### src/hdl/sarseq_pkg.sv
// Package for the converter sequencer: register map, field positions, reset values, encodings.
// Assumes a single 20 MHz system clock and a plain strobe-based register port.
package sarseq_pkg;

  // Register offsets on the plain register port.
  localparam logic [3:0] SARSEQ_OFF_CTRL   = 4'h0;
  localparam logic [3:0] SARSEQ_OFF_MUX    = 4'h1;
  localparam logic [3:0] SARSEQ_OFF_DATA   = 4'h2;
  localparam logic [3:0] SARSEQ_OFF_WLO    = 4'h3;
  localparam logic [3:0] SARSEQ_OFF_WHI    = 4'h4;
  localparam logic [3:0] SARSEQ_OFF_STATUS = 4'h5;
  localparam logic [3:0] SARSEQ_OFF_MASK   = 4'h6;
  localparam logic [3:0] SARSEQ_OFF_CMD    = 4'h7;

  // Control register fields.
  localparam int SARSEQ_CTRL_EN      = 0;
  localparam int SARSEQ_CTRL_SRC_LO  = 1;
  localparam int SARSEQ_CTRL_ACC_LO  = 3;
  localparam int SARSEQ_CTRL_BURST   = 5;
  localparam int SARSEQ_CTRL_WOUT    = 6;
  localparam int SARSEQ_CTRL_BG      = 7;
  localparam logic [7:0] SARSEQ_CTRL_RST = 8'h00;

  // Status and mask bit positions.
  localparam int SARSEQ_ST_DONE = 0;
  localparam int SARSEQ_ST_WIN  = 1;
  localparam logic [1:0] SARSEQ_MASK_RST = 2'h0;

  // Command register: writing this bit issues a software start.
  localparam int SARSEQ_CMD_START = 0;

  // Input selector codes above the sixteen port pins.
  localparam logic [4:0] SARSEQ_MUX_TEMP = 5'h10;
  localparam logic [4:0] SARSEQ_MUX_VDD  = 5'h11;
  localparam logic [4:0] SARSEQ_MUX_RST  = 5'h00;

  // Window bounds reset to the full range.
  localparam logic [15:0] SARSEQ_WLO_RST = 16'h0000;
  localparam logic [15:0] SARSEQ_WHI_RST = 16'hffff;

  // Start source encodings.
  typedef enum logic [1:0] {
    SARSEQ_SRC_SW  = 2'b00,
    SARSEQ_SRC_TM1 = 2'b01,
    SARSEQ_SRC_TM2 = 2'b10,
    SARSEQ_SRC_EXT = 2'b11
  } sarseq_src_t;

  // Sequencer states.
  typedef enum logic [1:0] {
    SARSEQ_ST_IDLE = 2'b00,
    SARSEQ_ST_WAKE = 2'b01,
    SARSEQ_ST_CONV = 2'b10,
    SARSEQ_ST_DONE_S = 2'b11
  } sarseq_state_t;

  // Timing: wake-up time from shutdown in burst mode.
  localparam int SARSEQ_CLK_HZ     = 20_000_000;
  localparam int SARSEQ_WAKE_NS    = 1000;
  localparam int SARSEQ_WAKE_CYC   = (SARSEQ_WAKE_NS * (SARSEQ_CLK_HZ / 1_000_000) + 999) / 1000;

endpackage

### src/hdl/sarseq_top.sv
// Sequencer around a 12-bit successive-approximation converter core.
// Assumes the analog core takes a sample request pulse and returns a done pulse with data,
// all on mclk_i; timer overflows and the external start are synchronous single-cycle pulses.
// Notes on behaviour
// - Start comes from software, timer one, timer two or external input, as selected.
// - Completion is reported only after 1, 4, 8 or 16 samples are summed.
// - The summed result, 12 to 16 bits, is latched into the data register.
// - Each completion sets a done flag; if enabled it raises the interrupt.
// - Burst mode wakes the core on a start and shuts it down afterwards.
// - Each result is checked against low and high bounds, inside or outside.
// - In background mode only the window condition may interrupt.
// - Selector routes a port pin, temperature sensor or supply to the positive input.
//
// Design decisions made here: the address map and the plain strobed port.
`timescale 1ns/1ps
module sarseq_top
  import sarseq_pkg::*;
#(
  parameter int SAMPLE_W = 12
) (
  input  wire logic        mclk_i,
  input  wire logic        rst_i,
  input  wire logic [3:0]  addr_i,
  input  wire logic [15:0] wdata_i,
  input  wire logic        wr_i,
  input  wire logic        rd_i,
  output logic [15:0]      rdata_o,
  input  wire logic        tmr1_ovf_i,
  input  wire logic        tmr2_ovf_i,
  input  wire logic        ext_start_i,
  output logic             conv_req_o,
  input  wire logic        conv_done_i,
  input  wire logic [11:0] conv_data_i,
  output logic             power_on_o,
  output logic [4:0]       mux_sel_o,
  output logic             busy_o,
  output logic             irq_o
);

  // The accumulator width is sized for a 12-bit sample summed sixteen times.
  initial begin
    if (SAMPLE_W != 12) begin
      $error("sarseq_top serves 12-bit samples only");
    end
  end

  // Decode the accumulation count field into a sample total.
  function automatic logic [4:0] acc_count(input logic [1:0] code);
    case (code)
      2'b00:   acc_count = 5'h01;
      2'b01:   acc_count = 5'h04;
      2'b10:   acc_count = 5'h08;
      default: acc_count = 5'h10;
    endcase
  endfunction

  logic [7:0]    ctrl_reg, ctrl_next;
  logic [4:0]    mux_reg, mux_next;
  logic [15:0]   wlo_reg, wlo_next;
  logic [15:0]   whi_reg, whi_next;
  logic [1:0]    mask_reg, mask_next;
  logic [1:0]    stat_reg, stat_next;
  logic [15:0]   data_reg, data_next;
  logic [15:0]   rdata_reg, rdata_next;
  logic [15:0]   acc_reg, acc_next;
  logic [4:0]    cnt_reg, cnt_next;
  logic [4:0]    tgt_reg, tgt_next;
  logic [7:0]    wake_reg, wake_next;
  logic          req_reg, req_next;
  logic          pwr_reg, pwr_next;
  sarseq_state_t st_reg, st_next;

  logic        enabled;
  logic        burst;
  logic        start_hit;
  logic        sw_start;
  logic        done_evt;
  logic        win_evt;
  logic        in_win;
  logic [15:0] final_sum;
  sarseq_src_t src;

  assign enabled = ctrl_reg[SARSEQ_CTRL_EN];
  assign burst   = ctrl_reg[SARSEQ_CTRL_BURST];
  assign src     = sarseq_src_t'(ctrl_reg[SARSEQ_CTRL_SRC_LO +: 2]);
  assign sw_start = wr_i && (addr_i == SARSEQ_OFF_CMD) && wdata_i[SARSEQ_CMD_START];

  always_comb begin
    case (src)
      SARSEQ_SRC_SW:  start_hit = sw_start;
      SARSEQ_SRC_TM1: start_hit = tmr1_ovf_i;
      SARSEQ_SRC_TM2: start_hit = tmr2_ovf_i;
      SARSEQ_SRC_EXT: start_hit = ext_start_i;
      default:        start_hit = 1'b0;
    endcase
  end

  // Sum that the incoming sample completes; used both for the data latch and the compare.
  assign final_sum = acc_reg + {4'h0, conv_data_i};

  assign in_win = (final_sum >= wlo_reg) && (final_sum <= whi_reg);

  // Sequencer: wake, sample, accumulate, finish.
  always_comb begin
    st_next   = st_reg;
    acc_next  = acc_reg;
    cnt_next  = cnt_reg;
    tgt_next  = tgt_reg;
    wake_next = wake_reg;
    req_next  = 1'b0;
    data_next = data_reg;
    done_evt  = 1'b0;
    win_evt   = 1'b0;
    // Outside burst mode the core stays powered whenever enabled.
    pwr_next  = enabled && (!burst || (st_reg != SARSEQ_ST_IDLE));
    case (st_reg)
      SARSEQ_ST_IDLE: begin
        if (enabled && start_hit) begin
          acc_next = 16'h0000;
          cnt_next = 5'h00;
          tgt_next = acc_count(ctrl_reg[SARSEQ_CTRL_ACC_LO +: 2]);
          if (burst) begin
            pwr_next  = 1'b1;
            wake_next = 8'(SARSEQ_WAKE_CYC);
            st_next   = SARSEQ_ST_WAKE;
          end else begin
            req_next = 1'b1;
            st_next  = SARSEQ_ST_CONV;
          end
        end
      end
      SARSEQ_ST_WAKE: begin
        if (wake_reg <= 8'h01) begin
          req_next = 1'b1;
          st_next  = SARSEQ_ST_CONV;
        end else begin
          wake_next = wake_reg - 8'h01;
        end
      end
      SARSEQ_ST_CONV: begin
        if (!enabled) begin
          st_next = SARSEQ_ST_IDLE;
        end else if (conv_done_i) begin
          acc_next = final_sum;
          cnt_next = cnt_reg + 5'h01;
          if (cnt_reg + 5'h01 >= tgt_reg) begin
            data_next = final_sum;
            done_evt  = 1'b1;
            win_evt   = in_win ^ ctrl_reg[SARSEQ_CTRL_WOUT];
            st_next   = SARSEQ_ST_DONE_S;
          end else begin
            req_next = 1'b1;
          end
        end
      end
      SARSEQ_ST_DONE_S: begin
        pwr_next = enabled && !burst;
        st_next  = SARSEQ_ST_IDLE;
      end
      default: st_next = SARSEQ_ST_IDLE;
    endcase
  end

  always_ff @(posedge mclk_i) begin
    if (rst_i) begin
      st_reg   <= SARSEQ_ST_IDLE;
      acc_reg  <= 16'h0000;
      cnt_reg  <= 5'h00;
      tgt_reg  <= 5'h01;
      wake_reg <= 8'h00;
      req_reg  <= 1'b0;
      pwr_reg  <= 1'b0;
      data_reg <= 16'h0000;
    end else begin
      st_reg   <= st_next;
      acc_reg  <= acc_next;
      cnt_reg  <= cnt_next;
      tgt_reg  <= tgt_next;
      wake_reg <= wake_next;
      req_reg  <= req_next;
      pwr_reg  <= pwr_next;
      data_reg <= data_next;
    end
  end

  // Register writes, status flags and read data.  A set in the same cycle as the
  // clearing read wins, so a completion is never lost.
  always_comb begin
    ctrl_next  = ctrl_reg;
    mux_next   = mux_reg;
    wlo_next   = wlo_reg;
    whi_next   = whi_reg;
    mask_next  = mask_reg;
    stat_next  = stat_reg;
    rdata_next = 16'h0000;
    if (wr_i) begin
      case (addr_i)
        SARSEQ_OFF_CTRL: ctrl_next = wdata_i[7:0];
        SARSEQ_OFF_MUX:  mux_next  = wdata_i[4:0];
        SARSEQ_OFF_WLO:  wlo_next  = wdata_i;
        SARSEQ_OFF_WHI:  whi_next  = wdata_i;
        SARSEQ_OFF_MASK: mask_next = wdata_i[1:0];
        default: ;
      endcase
    end
    if (rd_i) begin
      case (addr_i)
        SARSEQ_OFF_CTRL:   rdata_next = {8'h00, ctrl_reg};
        SARSEQ_OFF_MUX:    rdata_next = {11'h000, mux_reg};
        SARSEQ_OFF_DATA:   rdata_next = data_reg;
        SARSEQ_OFF_WLO:    rdata_next = wlo_reg;
        SARSEQ_OFF_WHI:    rdata_next = whi_reg;
        SARSEQ_OFF_STATUS: begin
          rdata_next = {13'h0000, st_reg != SARSEQ_ST_IDLE, stat_reg};
          stat_next  = 2'h0;
        end
        SARSEQ_OFF_MASK:   rdata_next = {14'h0000, mask_reg};
        default:           rdata_next = 16'h0000;
      endcase
    end
    if (done_evt) begin
      stat_next[SARSEQ_ST_DONE] = 1'b1;
    end
    if (win_evt) begin
      stat_next[SARSEQ_ST_WIN] = 1'b1;
    end
  end

  always_ff @(posedge mclk_i) begin
    if (rst_i) begin
      ctrl_reg  <= SARSEQ_CTRL_RST;
      mux_reg   <= SARSEQ_MUX_RST;
      wlo_reg   <= SARSEQ_WLO_RST;
      whi_reg   <= SARSEQ_WHI_RST;
      mask_reg  <= SARSEQ_MASK_RST;
      stat_reg  <= 2'h0;
      rdata_reg <= 16'h0000;
    end else begin
      ctrl_reg  <= ctrl_next;
      mux_reg   <= mux_next;
      wlo_reg   <= wlo_next;
      whi_reg   <= whi_next;
      mask_reg  <= mask_next;
      stat_reg  <= stat_next;
      rdata_reg <= rdata_next;
    end
  end

  assign irq_o = (stat_reg[SARSEQ_ST_DONE] && mask_reg[SARSEQ_ST_DONE]
                  && !ctrl_reg[SARSEQ_CTRL_BG])
              || (stat_reg[SARSEQ_ST_WIN] && mask_reg[SARSEQ_ST_WIN]);

  assign rdata_o    = rdata_reg;
  assign conv_req_o = req_reg;
  assign power_on_o = pwr_reg;
  assign mux_sel_o  = mux_reg;
  assign busy_o     = (st_reg != SARSEQ_ST_IDLE);

endmodule

### config.mk
export PLATFORM = sky130hd
export DESIGN_NAME = sarseq_top
export DESIGN_NICKNAME = d
export VERILOG_FILES = /design/src/hdl/sarseq_pkg.sv /design/src/hdl/sarseq_top.sv
export SDC_FILE = /design/constraint.sdc
export NUM_CORES = 1
export LEC_CHECK = 0
export ABC_AREA = 0
export BUFFER_PORTS_ARGS = -buffer_cell sky130_fd_sc_hd__buf_4
export CAP_MARGIN = 10
export CORE_AREA = 5 5 140 102
export CTS_CLUSTER_SIZE = 28
export DETAILED_ROUTE_END_ITERATION = 16
export DIE_AREA = 0 0 145 107
export GPL_TIMING_DRIVEN = 1
export HOLD_SLACK_MARGIN = 0.06
export PLACE_DENSITY = 0.7
export SETUP_SLACK_MARGIN = 0.2
export SYNTH_ARGS = -nofsm -noshare
export SYNTH_HDL_FRONTEND = slang
export SYNTH_SLANG_ARGS = --single-unit
### constraint.sdc
create_clock -name mclk_i -period 5 [get_ports mclk_i]
set_input_delay 1 -clock mclk_i [delete_from_list [all_inputs] [get_ports mclk_i]]
set_output_delay 1 -clock mclk_i [all_outputs]
set_load 0.02 [all_outputs]
==> out/metrics.cfg, run 1 <==
[run_status]
status = finished, final reports clean

[power_and_ir_drop]
ir_worst_vdd_uv = 314
power_leakage_nw = 3.08
p_per_area_nw_per_um2 = 350

[setup_path]
path_common_cell = ha_1
end_kind = flop
worst-r2r-setup-slack_ns = 0.95
required_ns = 5.35
r2r.worst_path.cells = 14
r2r-end = stat_reg[1]
slowest_stage = or4_1
crit_family = simple AND/OR/NAND/NOR gates
critPathKind = input port to flop
start_kind = input port
cp_slowest_stage_delay_ns = 0.52
path_max_fanout = 4
crit_buf_inv = 2
crit_chain = buf_4 > ha_1 > fa_1 > a211oi_1 > o211ai_1 > nand2_1 > a21oi_1 > xnor2_1 > inv_1 > ha_1 > nand4_1 > or4_1 > o221a_2 > or3b_2 > nand3_1
crit_arrival_ns = 4.79
timing.rr.start = acc_reg[0]

[yosys]
synth_area_leaders = dfxtp_1, ha_1, nand2_1, a21oi_1, nor2_1
ys_warn_count = 0
synth_cell_types = 70
synth_seq_area_share = 0.369
yosys_register_bits = 118
syn_area_sq_um = 6390
synth.top_cell.area_share = 0.369
ys.flop_type = dfxtp_1
synth_nets = 861
synth_cells = 765
synth_area_per_cell_sq_um = 8.36
synth_edf_count = 0
synth_top_cell_by_area = dfxtp_1
synthArstFlopShare = 0

[sta]
final.min_clock_period_ns = 4.44
slew_viol_final = 0
timing.fmax_mhz = 225
worst_pin_slew_ns = 1.16
final.setup_skew_ns = 0.0118
fin_crit_sh = 0.888
slew_headroom = 0.223
postLayoutSetupSlackWorst_ns = 0.558
finalSetupViolations = 0
rsz0062_at_grt = false
tns_ns = 0
whs_ns = 0.480
finalHoldViolCount = 0

[clocking]
clk_latency_ns = 0.42
ctsHoldBuffers = 0
path_clk_slew_ns = 0.05
cts_tree = done
cts_setup_buffers = 0
cts_sinks = 118
clock-root-buffer = clkbuf_16
cts-buffers-inserted = 17
cts_max_level = 4
cts.path.max_buffers = 2
cts_resized = 0

[hold_path]
hold_path_end = wlo_reg[12]
min_path_type = flop to flop
min_from = wlo_reg[12]
hold-path-cell-count = 2

[layout]
final_cell_mix = dfxtp_1, nand2_1, buf_4, a21oi_1, nor2_1
area_delta_synth_final_pct = 18.1
layout_commonest_cell = dfxtp_1
layout.nets = 916
diodes = 0
fill_cells = 1117
final_layout_size_suffix_gt1_frac = 0.150
fin_cells = 998
stdcell_area_sq_um = 7550

[drt]
wl_mm = 18.3
avgViaCountPerCell = 5.97
drt_iter0_drc = 704
avgRoutedWirePerCell_um = 18.3
drtAntennaViolNets = 0
dr.pass1.iters = 8
drc = 0
num_vias = 5959

[global_routing]
overflow = 0
grt_pass1_vias = 5673
grt.total_usage = 0.235
antenna_found_initial = 0
grt_start_max_net_pins = 77
grt_pass1_wl_mm = 29.4

[place]
gp_congestion = 0.931
dpl_worst_slack_ns = 0.243
dp_hpwl_mm = 13.1
dpl-instance-area_sq_um = 7000
io_buffers = 64
dp.cells = 967

[floorplanning]
die-area_sq_um = 15500
ios = 65
die_w_um = 145
rows = 35
core_area_sq_um = 12800
initial_core_util = 0.498
fp.dieH_um = 107

[run]
cap_violations = 0

[cells in the mapped netlist, types with 2 or more instances]
library cell and number:
nand3b_1 6, or2_2 4, xor2_1 9, o211a_1 2, a21oi_1 68, o2bb2ai_1 2
or3_1 2, a32oi_1 3, buf_6 2, xnor2_1 12, a21o_1 6, mux2i_1 13
nor3_1 9, o22ai_1 2, nor2_1 68, a221oi_1 4, a222oi_1 10, a32o_1 2
nand3_1 31, nor4b_2 2, a22oi_1 27, a211oi_1 10, and2_0 2, nor2_2 2
ha_1 55, inv_1 55, and2_1 2, o21a_1 5, nor3b_1 3, and3_1 2
o211ai_1 17, o21ai_0 16, buf_2 10, dfxtp_1 118, a31oi_1 10, nand2_1 108
nor3_2 2, clkbuf_1 24, o311a_1 2, nand2b_1 3, nand4_1 6
[metrics by stage]
stage          total power [mW]   util
2_1_floorplan              1.36      -
3_3_place_gp               1.49  0.545
3_5_place_dp               1.50  0.545
4_1_cts                    2.64  0.589
5_1_grt                    2.74  0.589
6_report                   2.64  0.589
[routing by layer]
| metal | track usage | wire length (um) | part of all wire | vias up |
|---|---|---|---|---|
| met5 | 0 | 0 | 0 | - |
| met4 | 0.0612 | 206 | 0.011 | 0 |
| met3 | 0.0642 | 1700 | 0.093 | 24 |
| met2 | 0.345 | 7570 | 0.41 | 262 |
| met1 | 0.340 | 8780 | 0.48 | 2833 |
| li1 | - | - | - | 2840 |
[kinds of logic after synthesis]
family | after synthesis | synth area share
and+or+nand+nor | 265 | 0.198
AOI/OAI and AO/OA | 199 | 0.213
DFF | 118 | 0.369
buffers and inverters | 93 | 0.0595
adders and majority gates | 56 | 0.111
xor gates and xnor gates | 21 | 0.0288
muxes | 13 | 0.0203
[power by group]
group          internal [mW]  total (mW)  switching [mW]
clock                  0.716        1.15           0.430
sequential             0.969       0.996          0.0267
combinational          0.187       0.501           0.314
total                   1.87        2.64           0.771
[worst max path at each step]
stage                   startpoint           to  cells past startpoint
floorplan           conv_data_i[0]  stat_reg[1]                     14
global placement    conv_data_i[0]  stat_reg[1]                     15
detailed placement  conv_data_i[0]  stat_reg[1]                     15
CTS                 conv_data_i[0]  stat_reg[1]                     15
global route        conv_data_i[0]  stat_reg[1]                     15
finish              conv_data_i[0]  stat_reg[1]                     15
[tightest hold or removal path, cell delays in order, from the launching register on]
cell and delay, ns:
dfxtp_1 0.32, nand2_1 0.06, a21oi_1 0.05
[final cells by class]
type,instances,area [sq um],share of cell area
multi-input cells,554,3670,0.486
flip-flops and latches,118,2360,0.313
repair buffers,74,556,0.0736
clock buffers,23,478,0.0633
well taps,166,208,0.0275
inverters,55,206,0.0273
clock inverters,8,75.1,0.00994
Power figures use the tool's default switching activity.
==> run 2: changes to the inputs <==
- RECOVER_POWER: unset -> 100
==> out/metrics.cfg, run 2 (synthesis results as in run 1) <==
[power_and_ir_drop]
intPower_mw = 1.86  ; -0.68%
p_seq_frac = 0.380  ; +0.003
p_sw_uw = 763  ; -1.1%
combinationalPowerShare = 0.183  ; -0.007
power_leakage_nw = 2.93  ; -5.0%
swShare = 0.291  ; -0.000832
ir_worst_vdd_uv = 316  ; +0.46%
p_per_area_nw_per_um2 = 355  ; +1.5%
p_clk_frac = 0.437  ; +0.003

[clocking]
cts.path.max_buffers = 2  ; unchanged
cts_resized = 0  ; unchanged
clock-root-buffer = clkbuf_16
cts-buffers-inserted = 17  ; unchanged
cts_max_level = 4  ; unchanged
cts_tree = done
ctsHoldBuffers = 0  ; unchanged
cts_setup_buffers = 0  ; unchanged
path_clk_slew_ns = 0.06  ; about the same
clk_latency_ns = 0.42  ; about the same
cts_sinks = 118  ; unchanged

[layout]
area_delta_synth_final_pct = 15.4
stdcell_area_sq_um = 7380  ; -2.3%
final_cell_mix = dfxtp_1, nand2_1, a21oi_1, nor2_1
final_layout_size_suffix_gt1_frac = 0.106  ; -0.0445
layout_commonest_cell = dfxtp_1
layout.nets = 916  ; unchanged
diodes = 0  ; unchanged

[sta]
whs_ns = 0.476  ; -0.00335 ns
worst_pin_slew_ns = 3.11  ; +1.96 ns
postLayoutSetupSlackWorst_ns = 0.554  ; -0.00419 ns
fin_crit_sh = 0.889  ; about the same
slew_viol_final = 94  ; +94
rsz0062_at_grt = false
finalSetupViolations = 0  ; unchanged
finalHoldViolCount = 0  ; unchanged
final.setup_skew_ns = 0.00985  ; -0.00198 ns
final.min_clock_period_ns = 4.45  ; +0.00419 ns
timing.fmax_mhz = 225  ; about the same
slew_headroom = -1.10  ; -1.33
tns_ns = 0  ; unchanged

[global_routing]
overflow = 0  ; unchanged
antenna_found_initial = 0  ; unchanged
grt_start_max_net_pins = 77  ; unchanged
grt_pass1_vias = 5673  ; unchanged
grt.total_usage = 0.235  ; unchanged
grt_pass1_wl_mm = 29.4  ; unchanged

[setup_path]
crit_family = simple AND/OR/NAND/NOR gates
start_kind = input port
end_kind = flop
slowest_stage = or4_1
critPathKind = input port to flop
crit_chain = clkbuf_4 > ha_1 > fa_1 > a211oi_1 > o211ai_1 > nand2_1 > a21oi_1 > xnor2_1 > inv_1 > ha_1 > nand4_1 > or4_1 > o221a_2 > or3b_2 > nand3_1
path_common_cell = ha_1
path_max_fanout = 4  ; unchanged
cp_slowest_stage_delay_ns = 0.52  ; about the same
crit_arrival_ns = 4.79  ; about the same
required_ns = 5.34  ; about the same
crit_buf_inv = 2  ; unchanged

[place]
dpl_worst_slack_ns = 0.243  ; unchanged
dpl-instance-area_sq_um = 7000  ; unchanged
dp_hpwl_mm = 13.1  ; unchanged
io_buffers = 64  ; unchanged
gp_congestion = 0.931  ; unchanged

[drt]
drtAntennaViolNets = 0  ; unchanged
dr.pass1.iters = 8  ; unchanged
wl_mm = 18.2  ; -0.26%
num_vias = 5942  ; -0.29%
drc = 0  ; unchanged
drt_iter0_drc = 636  ; -9.7%
avgViaCountPerCell = 5.95  ; -0.29%
avgRoutedWirePerCell_um = 18.2  ; -0.26%

[floorplanning]
ios = 65  ; unchanged
die_w_um = 145  ; unchanged
die-area_sq_um = 15500  ; unchanged
fp.dieH_um = 107  ; unchanged
rows = 35  ; unchanged
initial_core_util = 0.498  ; unchanged
core_area_sq_um = 12800  ; unchanged

[run_status]
status = finished with violations
violations = max-capacitance violations, max-slew violations

[run]
cap_violations = 2  ; +2

[hold_path]
min_path_type = flop to flop

## run 2: metrics by stage
step	total power, mW	util	std cells
6_report	2.62	0.575	998
5_1_grt	2.72	0.575	998
3_3_place_gp	1.49	0.545	967
2_1_floorplan	1.36	-	765
4_1_cts	2.64	0.589	998
3_5_place_dp	1.50	0.545	967
## run 2: routing by layer
metal  share of wire  track usage  routed length, um
met3           0.094       0.0642               1710
met5               0            0                  0
met2            0.41        0.345               7540
met1            0.48        0.340               8720
met4           0.013       0.0612                241
## run 2: path summary, 6_finish.rpt
kind	cells past startpoint	to	slack (ns)	start
setup / recovery	15	stat_reg[1]	0.55	conv_data_i[0]
hold / removal	2	mux_sel_o[2]	0.48	mux_sel_o[2]
setup reg to reg	14	stat_reg[1]	0.94	acc_reg[0]
hold reg to reg	2	mux_sel_o[2]	0.48	mux_sel_o[2]
## run 2: final cells by class
type / instances / area (sq um)
clock buffer: 23 / 478
clock inverter: 8 / 75.1
fill: 1154 / 5450
inverter: 55 / 206
multi-input combinational: 554 / 3610
sequential: 118 / 2360
tap: 166 / 208
timing repair buffer: 74 / 440
## run 2: power by group through the flow
stage	clock, mW	combinational (mW)	sequential, mW
CTS	1.15	0.493	0.995
global route	1.20	0.524	0.998
finish	1.15	0.481	0.995
global placement	0	0.477	1.01
floorplan	0	0.351	1.01
detailed placement	0	0.491	1.01
## run 2: worst reg2reg max path, cell delays in order, from the launching register on
cell and delay (ns):
dfxtp_1 0.31, ha_1 0.21, fa_1 0.44, a211oi_1 0.38
o211ai_1 0.16, nand2_1 0.18, a21oi_1 0.11, xnor2_1 0.27
inv_1 0.11, ha_1 0.33, nand4_1 0.11, or4_1 0.52
o221a_2 0.32, or3b_2 0.44, nand3_1 0.09
